`src/shared/pwsc_pkg.sv`:
```
package pwsc_pkg;
   // ************************************************************
   // register map, 12-bit data port
   // ************************************************************
   localparam logic [1:0] ADDR_OPTION = 2'h0;
   localparam logic [1:0] ADDR_STATUS = 2'h1;
   localparam logic [1:0] ADDR_CONFIG = 2'h2;

   // ************************************************************
   // option field positions and reset value
   // ************************************************************
   localparam int OPT_PSA_BIT = 3;
   localparam int OPT_PS_LSB = 0;
   localparam logic [7:0] OPTION_RESET = 8'hff;

   // ************************************************************
   // status field positions
   // ************************************************************
   localparam int STAT_TO_BIT = 4;
   localparam int STAT_PD_BIT = 3;
   localparam int STAT_SLEEP_BIT = 0;

   // ************************************************************
   // configuration word layout
   // ************************************************************
   localparam int CFG_CP_MSB = 11;
   localparam int CFG_CP_LSB = 3;
   localparam int CFG_WATCHDOG_ENABLE_CFG_BIT = 2;
   localparam int CFG_OSC_MSB = 1;
   localparam int CFG_OSC_LSB = 0;
   localparam logic [11:0] CFG_RESET = 12'hffb;

   // ************************************************************
   // timing
   // ************************************************************
   localparam longint CLK_PERIOD_NS = 5;
   localparam longint WDT_PERIOD_NS = 18000000;
   localparam int unsigned WDT_BASE_CYCLES = int'(WDT_PERIOD_NS / CLK_PERIOD_NS);
   localparam int WDT_CNT_W = 22;

   // ************************************************************
   // types
   // ************************************************************
   typedef enum logic [1:0] {
      PWSC_OSC_LP,
      PWSC_OSC_XT,
      PWSC_OSC_HS,
      PWSC_OSC_RC
   } pwsc_osc_e;

   typedef struct packed {
      logic tmr_write;
      logic wdt_clear;
      logic sleep;
   } pwsc_instr_s;

   typedef struct packed {
      logic [1:0] addr;
      logic [11:0] wdata;
      logic write;
      logic read;
   } pwsc_reg_req_s;
endpackage

```
`src/verilog/pwsc_ctrl.sv`:
```
// Implementation choices: the register addresses and the strobed register port.
`timescale 1ns/100ps
// What this block does
// one 8-bit prescaler, timer or watchdog, exclusively
// assignment and ratio from option bits 3:0
// timer count write clears prescaler when timer-assigned
// watchdog clear clears watchdog, and prescaler when watchdog-assigned
// prescaler hidden from software, zero on reset
// assignment changeable any time while running
// firmware sequence for timer to watchdog switch
// firmware sequence for watchdog to timer switch
// config bits 11:3 code protect, 1 off
// config bit 2 enables the watchdog
// config bits 1:0 select oscillator mode
// power-down entered only by sleep instruction
// sleep clears running watchdog, sets timeout flag
// sleep clears power-down flag, stops oscillator driver
// port pins hold their state during sleep
// watchdog reset never drives reset pin low
// wake only by reset pin or watchdog
// watchdog time-out clears the timeout flag
// power-down flag set at power-up only
// watchdog cleared on every wake-up
// program verify allowed only when unprotected
// enabled watchdog time-out resets the device
module pwsc_ctrl
   import pwsc_pkg::*;
#(
   parameter int unsigned WDT_BASE = WDT_BASE_CYCLES
)
(
   input wire logic clock_in,
   input wire logic reset_n_in,
   input wire logic master_clear_n_in,
   input wire logic [11:0] config_word_in,
   input wire pwsc_instr_s instr_in,
   input wire logic timer_tick_in,
   input wire pwsc_reg_req_s reg_req_in,
   output logic [11:0] reg_rdata_out,
   output logic timer_inc_out,
   output logic device_reset_out,
   output logic osc_drive_en_out,
   output logic io_hold_out,
   output logic master_clear_oe_out,
   output logic verify_allow_out,
   output pwsc_osc_e osc_mode_out,
   output logic sleeping_out
);

   // ************************************************************
   // configuration word capture
   // ************************************************************
   logic [11:0] cfg_r;
   logic cfg_loaded_r;
   logic wdt_en;

   // strap is caught by the clock after release, never by the reset
   always_ff @(posedge clock_in or negedge reset_n_in)
   begin
      if (!reset_n_in)
      begin
         cfg_r <= CFG_RESET;
         cfg_loaded_r <= 1'b0;
      end
      else if (!cfg_loaded_r)
      begin
         cfg_r <= config_word_in;
         cfg_loaded_r <= 1'b1;
      end
   end

   assign wdt_en = cfg_r[CFG_WATCHDOG_ENABLE_CFG_BIT] & cfg_loaded_r;
   assign osc_mode_out = pwsc_osc_e'(cfg_r[CFG_OSC_MSB:CFG_OSC_LSB]);
   assign verify_allow_out = &cfg_r[CFG_CP_MSB:CFG_CP_LSB]; // see R9

   // ************************************************************
   // option register and instruction qualification
   // ************************************************************
   logic [7:0] option_r;
   logic sleep_r;
   logic rst_evt;
   logic prescaler_assign_sel;
   logic [2:0] ps;
   logic tmr_wr;
   logic wdt_clr;
   logic sleep_go;

   assign prescaler_assign_sel = option_r[OPT_PSA_BIT];
   assign ps = option_r[OPT_PS_LSB +: 3];

   // the core is halted while asleep, so no instruction strobes count
   assign tmr_wr = instr_in.tmr_write & ~sleep_r & ~rst_evt;
   assign wdt_clr = instr_in.wdt_clear & ~sleep_r & ~rst_evt;
   assign sleep_go = instr_in.sleep & ~sleep_r & ~rst_evt;

   // new assignment takes effect on the next cycle, no halt needed
   always_ff @(posedge clock_in or negedge reset_n_in)
   begin
      if (!reset_n_in)
      begin
         option_r <= OPTION_RESET;
      end
      else if (rst_evt)
      begin
         option_r <= OPTION_RESET;
      end
      else if (reg_req_in.write && reg_req_in.addr == ADDR_OPTION && !sleep_r)
      begin
         option_r <= reg_req_in.wdata[7:0];
      end
   end

   // ************************************************************
   // watchdog base counter
   // ************************************************************
   logic [WDT_CNT_W-1:0] wdt_cnt_r;
   logic wdt_tick;
   logic wdt_fire;

   assign wdt_tick = wdt_en && (wdt_cnt_r == WDT_CNT_W'(WDT_BASE - 1));

   always_ff @(posedge clock_in or negedge reset_n_in)
   begin
      if (!reset_n_in)
      begin
         wdt_cnt_r <= '0;
      end
      else if (rst_evt || wdt_clr || sleep_go || wdt_tick)
      begin
         wdt_cnt_r <= '0; // see R4 see R13
      end
      else if (wdt_en)
      begin
         wdt_cnt_r <= wdt_cnt_r + WDT_CNT_W'(1);
      end
   end

   // ************************************************************
   // shared prescaler
   // ************************************************************
   logic [7:0] presc_r;
   logic [7:0] div_mask;
   logic src_tick;
   logic div_hit;

   // timer ratio is 2^(ps+1), watchdog ratio 2^ps
   // ps of 7 wraps the timer mask round to all ones
   assign div_mask = prescaler_assign_sel ? ((8'h01 << ps) - 8'h01) : ((8'h02 << ps) - 8'h01);
   assign src_tick = prescaler_assign_sel ? wdt_tick : timer_tick_in;
   assign div_hit = src_tick && ((presc_r & div_mask) == div_mask);

   // switching mid-count can fire early on small ratios; firmware
   // must clear before it switches the assignment
   always_ff @(posedge clock_in or negedge reset_n_in)
   begin
      if (!reset_n_in)
      begin
         presc_r <= 8'h00;
      end
      else if (rst_evt)
      begin
         presc_r <= 8'h00;
      end
      else if ((!prescaler_assign_sel && tmr_wr) || (prescaler_assign_sel && (wdt_clr || sleep_go)))
      begin
         presc_r <= 8'h00; // see R3
      end
      else if (src_tick)
      begin
         presc_r <= presc_r + 8'h01;
      end
   end

   assign wdt_fire = prescaler_assign_sel ? div_hit : wdt_tick;

   // ************************************************************
   // timer increment strobe
   // ************************************************************
   logic timer_inc_r;

   always_ff @(posedge clock_in or negedge reset_n_in)
   begin
      if (!reset_n_in)
      begin
         timer_inc_r <= 1'b0;
      end
      else
      begin
         timer_inc_r <= !rst_evt && !sleep_r && (prescaler_assign_sel ? timer_tick_in : div_hit);
      end
   end

   assign timer_inc_out = timer_inc_r;

   // ************************************************************
   // reset, sleep and wake
   // ************************************************************
   logic dev_reset_r;

   assign rst_evt = !master_clear_n_in || wdt_fire; // see R17

   always_ff @(posedge clock_in or negedge reset_n_in)
   begin
      if (!reset_n_in)
      begin
         sleep_r <= 1'b0;
      end
      else if (rst_evt)
      begin
         sleep_r <= 1'b0;
      end
      else if (sleep_go)
      begin
         sleep_r <= 1'b1;
      end
   end

   always_ff @(posedge clock_in or negedge reset_n_in)
   begin
      if (!reset_n_in)
      begin
         dev_reset_r <= 1'b1;
      end
      else
      begin
         dev_reset_r <= rst_evt;
      end
   end

   assign device_reset_out = dev_reset_r;
   // clock keeps running in the model; only the driver enable drops
   assign osc_drive_en_out = !sleep_r;
   assign io_hold_out = sleep_r;
   assign sleeping_out = sleep_r;
   // reset pin is an input only, time-out stays internal
   assign master_clear_oe_out = 1'b0;

   // ************************************************************
   // status flags, active low
   // ************************************************************
   logic to_n_r;
   logic pd_n_r;

   always_ff @(posedge clock_in or negedge reset_n_in)
   begin
      if (!reset_n_in)
      begin
         to_n_r <= 1'b1;
      end
      else if (wdt_fire)
      begin
         to_n_r <= 1'b0;
      end
      else if (sleep_go)
      begin
         to_n_r <= 1'b1;
      end
   end

   always_ff @(posedge clock_in or negedge reset_n_in)
   begin
      if (!reset_n_in)
      begin
         pd_n_r <= 1'b1;
      end
      else if (sleep_go)
      begin
         pd_n_r <= 1'b0; // see R14
      end
   end

   // ************************************************************
   // register read port
   // ************************************************************
   logic [11:0] rdata_nxt;
   logic [11:0] rdata_r;

   always_comb
   begin
      rdata_nxt = 12'h000;
      if (reg_req_in.read)
      begin
         unique case (reg_req_in.addr)
            ADDR_OPTION: rdata_nxt = {4'h0, option_r};
            ADDR_STATUS:
            begin
               rdata_nxt[STAT_TO_BIT] = to_n_r;
               rdata_nxt[STAT_PD_BIT] = pd_n_r;
               rdata_nxt[STAT_SLEEP_BIT] = sleep_r;
            end
            ADDR_CONFIG: rdata_nxt = cfg_r;
            default: rdata_nxt = 12'h000;
         endcase
      end
   end

   always_ff @(posedge clock_in or negedge reset_n_in)
   begin
      if (!reset_n_in)
      begin
         rdata_r <= 12'h000;
      end
      else
      begin
         rdata_r <= rdata_nxt;
      end
   end

   assign reg_rdata_out = rdata_r;
endmodule

```
`config.mk`:
```
export PLATFORM = sky130hd
export DESIGN_NAME = pwsc_ctrl
export DESIGN_NICKNAME = d
export VERILOG_FILES = /design/src/shared/pwsc_pkg.sv /design/src/verilog/pwsc_ctrl.sv
export SDC_FILE = /design/constraint.sdc
export NUM_CORES = 1
export LEC_CHECK = 0
export ABC_AREA = 1
export BUFFER_PORTS_ARGS = -buffer_cell sky130_fd_sc_hd__buf_2
export CORE_MARGIN = 1.5
export CORE_UTILIZATION = 45
export CTS_CLUSTER_SIZE = 24
export DETAILED_ROUTE_END_ITERATION = 8
export PLACE_DENSITY = 0.72
export SETUP_SLACK_MARGIN = 0.05
export SKIP_LAST_GASP = 1
export SLEW_MARGIN = 20
export SYNTH_ARGS = -nofsm -noshare
export SYNTH_HDL_FRONTEND = slang
export SYNTH_SLANG_ARGS = --single-unit
export TNS_END_PERCENT = 10
```
`constraint.sdc`:
```
create_clock -name clock_in -period 3.15 [get_ports clock_in]
set_clock_uncertainty 0.15 [all_clocks]
set_input_delay 0.4725 -clock clock_in [delete_from_list [all_inputs] [get_ports clock_in]]
set_output_delay 0.4725 -clock clock_in [all_outputs]
set_load 0.01 [all_outputs]
```
==> flow_summary.ini, run 1 <==
[sta]
final_max_slew_viol_count = 0
finalSetupTns_ps = 0
hold_slack_ps = -4.00
worstMarginPinSlew_ps = 709
hold_violations = 4
clock.fmax_mhz = 350
setup_viol = 0
min_period_ps = 2860
max_slew_margin_pct = 52.3
rsz0062_at_grt = no
period_share_pct = 90.7

[placed_design]
dp_hpwl_um = 5730
place.gp.congestion = 0.891
port_buffers = 50
place_area_um2 = 3970

[setup_path]
arrival_ps = 2980
crit_fanout = 8
crit_type = reg -> reg
end_kind = register
worstPathRequired_ps = 3270
startpoint_type = register

[yosys]
postSynthCellCount = 435
synth_top_area_share_pct = 31.6
synth_area_leaders = dfrtp_1, dfstp_2, nand2_1, nand3_1, nor2_1
syn_area_um2 = 3640
ys_types = 39
synthArstFlopShare_pct = 100
synth_flop_cell = dfrtp_1
syn_area_per_cell_um2 = 8.38
synth_seq_area_share_pct = 47.4
synth_edf_count = 0
syn_nets = 475
ys_ff_latch = 68
yosysWarnings = 0
yosys.area.top_type = dfrtp_1

[detailed_routing]
drtPass1Iterations = 4
drc = 0
drtAntennaViolNets = 0
avgRoutedWirePerCell_um = 13.1
vias_per_cell = 5.10
routed_wl_um = 7780
vias = 3036
drt_iter0_drc = 97

[outcome]
status = finished, violations left
violations = negative hold slack

[power_and_ir_drop]
p_leak_uw = 0.00204
p_per_area_nw_per_um2 = 430
ir_drop_mv = 0.222

[global_route]
grt_overflow_total = 0
grtUsageTotal_pct = 19.7
grt_pass1_wl_um = 13400
grt_antenna_before_repair = 0
grt_pass1_vias = 2915
grt_max_degree = 43

[cts]
clkSinkCount = 68
cts_root_buffer = clkbuf_8
clock_path_buffers = 2
insertion_delay_ps = 340
cts.clk_slew.worst_paths_ps = 70
numCtsBuffers = 9
tritoncts = yes
ctsHoldBuffers = 0
htreeDepth = 3

[cells_and_area]
drive_above_1_share_pct = 26.2
syn_to_final_growth_pct = 14.5
fin_nets = 528
diodes = 0
final_cell_area_um2 = 4170

[job]
cap_violations = 0

[die]
start_util_pct = 46.9
rows = 32
pin_count = 56
coreArea_um2 = 7770
dieHeight_um = 93.0
dieArea_um2 = 8650
die_w_um = 93.0

[worst_hold_path]
hold_path_class = in -> async
placed cells by master, fill, tap and decap left out, types with 5 or more instances in the layout:
| cell | synthesis | final |
|---|---|---|
| buf_4 | 4 | 6 |
| nor3_1 | 6 | 6 |
| clkbuf_8 | 0 | 9 |
| a21oi_1 | 19 | 19 |
| nand4_1 | 19 | 19 |
| mux2_2 | 5 | 5 |
| inv_1 | 49 | 49 |
| ha_1 | 5 | 5 |
| nand3_1 | 43 | 43 |
| nand2_2 | 9 | 9 |
| nor4_1 | 6 | 6 |
| nor2_1 | 54 | 54 |
| buf_2 | 3 | 50 |
| nand2_1 | 77 | 77 |
| dfstp_2 | 22 | 22 |
| nand3_2 | 6 | 6 |
| xor2_1 | 10 | 10 |
| o21ai_0 | 13 | 13 |
| dfrtp_1 | 46 | 46 |
| nor2_2 | 5 | 5 |
area by class of cell:
| cell class | count | area (um^2) |
|---|---|---|
| fillers | 740 | 3590 |
| flip-flops and latches | 68 | 1730 |
| multi-input cells | 300 | 1610 |
| repair buffers | 57 | 315 |
| inverters | 52 | 205 |
| clock buffers | 11 | 131 |
| well taps | 102 | 128 |
| clock inverters | 5 | 52.6 |
routing by layer:
layer / track usage (%) / routed length (um) / up-vias
met2: 31.4 / 3780 / 52
li1: - / - / 1519
met3: 4.88 / 324 / 12
met5: 0 / 0 / -
met1: 26.1 / 3570 / 1453
met4: 6.82 / 102 / 0
logic make-up after synthesis:
| kind of cell | count (synthesis) | share of synthesized area, % |
|---|---|---|
| simple gates | 234 | 30.7 |
| flops | 68 | 47.4 |
| buf+inv | 67 | 8.31 |
| compound gates | 39 | 6.39 |
| xor+xnor | 11 | 2.64 |
| mux | 9 | 2.64 |
| fa+ha+maj | 5 | 1.72 |
| other cells | 2 | 0.206 |
cells in the mapped netlist, drive strengths merged, types with 2 or more instances:
library cell   n
buf           10
dfrtp         46
xor2          10
o21ai         14
o21bai         2
ha             5
a21oi         20
conb           2
mux2i          4
nand2         87
clkbuf         5
nor3           8
nand4         19
or2            2
nor4           6
nor3b          2
mux2           5
nor2          60
nand3         49
dfstp         22
inv           52
path summary, 6_finish.rpt:
check	slack (ps)	end	cells after the start	from
setup / recovery	290	presc_r[0]$_DFFE_PN0P_	15	option_r[0]$_DFFE_PN1P_
hold / removal	-4	presc_r[1]$_DFFE_PN0P_	1	reset_n_in
setup reg to reg	290	presc_r[0]$_DFFE_PN0P_	15	option_r[0]$_DFFE_PN1P_
hold reg to reg	310	pd_n_r$_DFFE_PN1P_	2	pd_n_r$_DFFE_PN1P_
max in group asynchronous	2150	cfg_r[5]$_DFFE_PN1N_	2	reset_n_in
min in group clock_in	200	cfg_r[7]$_DFFE_PN1N_	3	config_word_in[7]
worst max-delay path: stages, from the launching register on:
cell and delay (ps):
dfstp_2 550, inv_1 60, ha_1 410, nand3_2 150, ha_1 180, inv_1 70
nor2_2 110, nand2_1 90, o21bai_1 130, nand3_1 100, nand2_2 110, o21bai_4 90
a21oi_4 230, buf_4 180, nand3_1 70, nor2_1 100
sequential cells by signal, summed over array words and instances, names as in the netlist:
signal / count
io_hold_out: 1
option_r: 8
reg_rdata_out: 12
cfg_loaded_r: 1
timer_inc_out: 1
to_n_r: 1
cfg_r: 12
presc_r: 8
device_reset_out: 1
wdt_cnt_r: 22
pd_n_r: 1
repair_timing:
action,CTS,global route
setup buffers,0,3
hold endpoints to repair,0,0
gates resized for setup,0,0
setup endpoints to repair,0,1
power breakdown:
group          total (uW)  switching, uW  internal (uW)
logic                 178            112           66.0
registers             935           19.3            915
clock network         682            320            362
stage by stage:
stage | worst slack, ps | instances | hold slack (ps) | utilization, % | power, uW
after floorplan | 589 | 435 | 26.9 | - | 1050
after global placement | 377 | 576 | 296 | 51.1 | 1120
after detailed placement | 276 | 576 | 300 | 51.1 | 1130
after CTS | 239 | 592 | 6.62 | 53.4 | 1810
after global routing | 112 | 595 | 38.9 | 53.7 | 1880
final | 292 | 595 | -4.00 | 53.7 | 1790
No activity file was read; power rests on OpenSTA's default activity.
==> run 2, diff against run 1 <==
--- a/config.mk
+++ b/config.mk
@@ -12,6 +12,7 @@
 export CTS_CLUSTER_SIZE = 24
 export DETAILED_ROUTE_END_ITERATION = 8
 export PLACE_DENSITY = 0.72
+export REMOVE_ABC_BUFFERS = 1
 export SETUP_SLACK_MARGIN = 0.05
 export SKIP_LAST_GASP = 1
 export SLEW_MARGIN = 20
==> run 2 against run 1 <==
  * The run still ends with negative hold slack left
  * Critical endpoint is now presc_r[2]$_DFFE_PN0P_
  * Final cell count increased by 0.17%
  * Routed wire length up 2.3%
  * Sequential share of layout area shrank 0.71 points
  * Worst setup slack improved by 29 ps
  * Global-route usage is essentially flat
  * Flip-flop and latch count unchanged
  * Total power is 12% higher
  * Hold slack lost 1.7 ps
  * Design area rose by 1.7%
  * Highest routed layer unchanged
==> flow_summary.ini, run 2 (same netlist as run 1, synthesis figures left out) <==
[outcome]
status = finished, violations left
violations = negative hold slack

[die]
dieHeight_um = 93.0
pin_count = 56
coreArea_um2 = 7770
die_w_um = 93.0
rows = 32
dieArea_um2 = 8650
start_util_pct = 46.9

[sta]
hold_violations = 1
worstMarginPinSlew_ps = 667
rsz0062_at_grt = no
final_max_slew_viol_count = 0
hold_slack_ps = -5.73
period_share_pct = 89.8
finalSetupTns_ps = 0
max_slew_margin_pct = 55.2
clock.fmax_mhz = 354
setup_viol = 0
min_period_ps = 2830

[global_route]
grt_pass1_vias = 2942
grt_antenna_before_repair = 0
grt_pass1_wl_um = 13400
grtUsageTotal_pct = 19.7
grt_max_degree = 36
grt_overflow_total = 0

[placed_design]
port_buffers = 50
dp.cells = 578
dp_hpwl_um = 5880
place.gp.congestion = 0.938

[detailed_routing]
drc = 0
routed-wl-met2_um = 3760
met1Wirelength_um = 3610
drt_iter0_drc = 197
drtAntennaViolNets = 0
met3WireLength_um = 344
drtPass1Iterations = 4
avgRoutedWirePerCell_um = 13.3
highest_layer = met4
vias = 3089
vias_per_cell = 5.18
routed_wl_um = 7960

[power_and_ir_drop]
p_switching_uw = 473
p_int_uw = 1530
p_per_area_nw_per_um2 = 472
power_uw = 2000
p_sw_share_pct = 23.6
ir_drop_mv = 0.315
pwr-share-seq_pct = 46.7
p_leak_uw = 0.00207
clkPwrFrac_pct = 44.3
comb_power_share_pct = 9.0

[cells_and_area]
final_cell_mix = nand2_1, nor2_1, buf_2
fillers = 721
syn_to_final_growth_pct = 16.5
instances_no_fill = 596
drive_above_1_share_pct = 26.7
largest_reg_flops = 22
largest_register = wdt_cnt_r
fin_nets = 529
diodes = 0
final_common_cell = nand2_1

[worst_hold_path]
hold_path_class = in -> async

[setup_path]
arrival_ps = 2950
worstPathRequired_ps = 3270
end_kind = register
crit_fanout = 8
worst_path_largest_cell_delay_ps = 550
timing.critical_path.cells = inv_1, ha_1, nand3_2, ha_1, inv_1, nor2_2, nand2_1, o21bai_1, nand3_1, nand2_2, o21bai_4, a21oi_4, buf_4, nand3_1, nor2_1
crit_type = reg -> reg
crit_family = simple AND/OR/NAND/NOR gates
path_buf_inv = 3
startpoint_type = register
cpMaxStageDelayCell = dfstp_2

[cts]
insertion_delay_ps = 350
htreeDepth = 3
ctsHoldBuffers = 0
cts_root_buffer = clkbuf_8
cts.clk_slew.worst_paths_ps = 80
numCtsBuffers = 9
clkSinkCount = 68
tritoncts = yes
clock_path_buffers = 2

[job]
cap_violations = 0
[run 2: cell count changes in the layout (fill, tap and decap cells not counted), sizes merged]
cell,delta
bufinv,+2
buf,+1
clkbuf,-1
clkinv,-1
[run 2: layout make-up]
| cell class | instances | area [um^2] | share of cell area (%) |
|---|---|---|---|
| Timing Repair Buffer | 58 | 323 | 7.60 |
| Clock buffer | 10 | 138 | 3.24 |
| Multi-Input combinational cell | 300 | 1610 | 38.0 |
| Clock inverter | 6 | 111 | 2.62 |
| Tap cell | 102 | 128 | 3.01 |
| Inverter | 52 | 205 | 4.83 |
| Sequential cell | 68 | 1730 | 40.7 |
[run 2: routing by layer]
metal	vias up	track usage, %
li1	1524	-
met1	1460	25.7
met2	83	31.6
met3	22	4.15
met4	0	8.59
met5	-	0
[run 2: repair_timing]
action | in CTS | in global routing
resized for setup | 0 | 0
endpoints found under the setup margin | 0 | 1
buffers inserted | 0 | 2
[run 2: worst paths after layout]
path                       slack (ps)               startpoint  depth (start not counted)                      end
max in group asynchronous        2480               reset_n_in                          2    cfg_r[11]$_DFFE_PN1N_
setup reg to reg                  320  option_r[0]$_DFFE_PN1P_                         15   presc_r[2]$_DFFE_PN0P_
hold / removal                     -6               reset_n_in                          2  timer_inc_out$_DFF_PN0_
min in group clock_in             200       config_word_in[10]                          3    cfg_r[10]$_DFFE_PN1N_
hold reg to reg                   320       pd_n_r$_DFFE_PN1P_                          2       pd_n_r$_DFFE_PN1P_
setup / recovery                  320  option_r[0]$_DFFE_PN1P_                         15   presc_r[2]$_DFFE_PN0P_
[run 2: worst reg2reg max path: cells and delay by family (launching register included)]
family	cells	cell delay, ps
compound gates	3	400
fa+ha+maj	2	570
buf+inv	3	310
flops	1	550
simple gates	7	770
[run 2: power by group through the flow]
stage	clock, uW	sequential, uW	combinational (uW)
floorplan	0	955	83.8
global placement	0	949	174
detailed placement	0	951	177
CTS	906	935	179
global route	939	938	203
finish	888	935	180
[run 2: per-stage QoR]
step / util [%] / setup slack [ps] / area (um^2)
floorplan: - / 525 / 3550
global placement: 51.1 / 357 / 3970
detailed placement: 51.1 / 261 / 3970
CTS: 54.3 / 226 / 4220
global route: 54.7 / 149 / 4250
finish: 54.7 / 321 / 4250
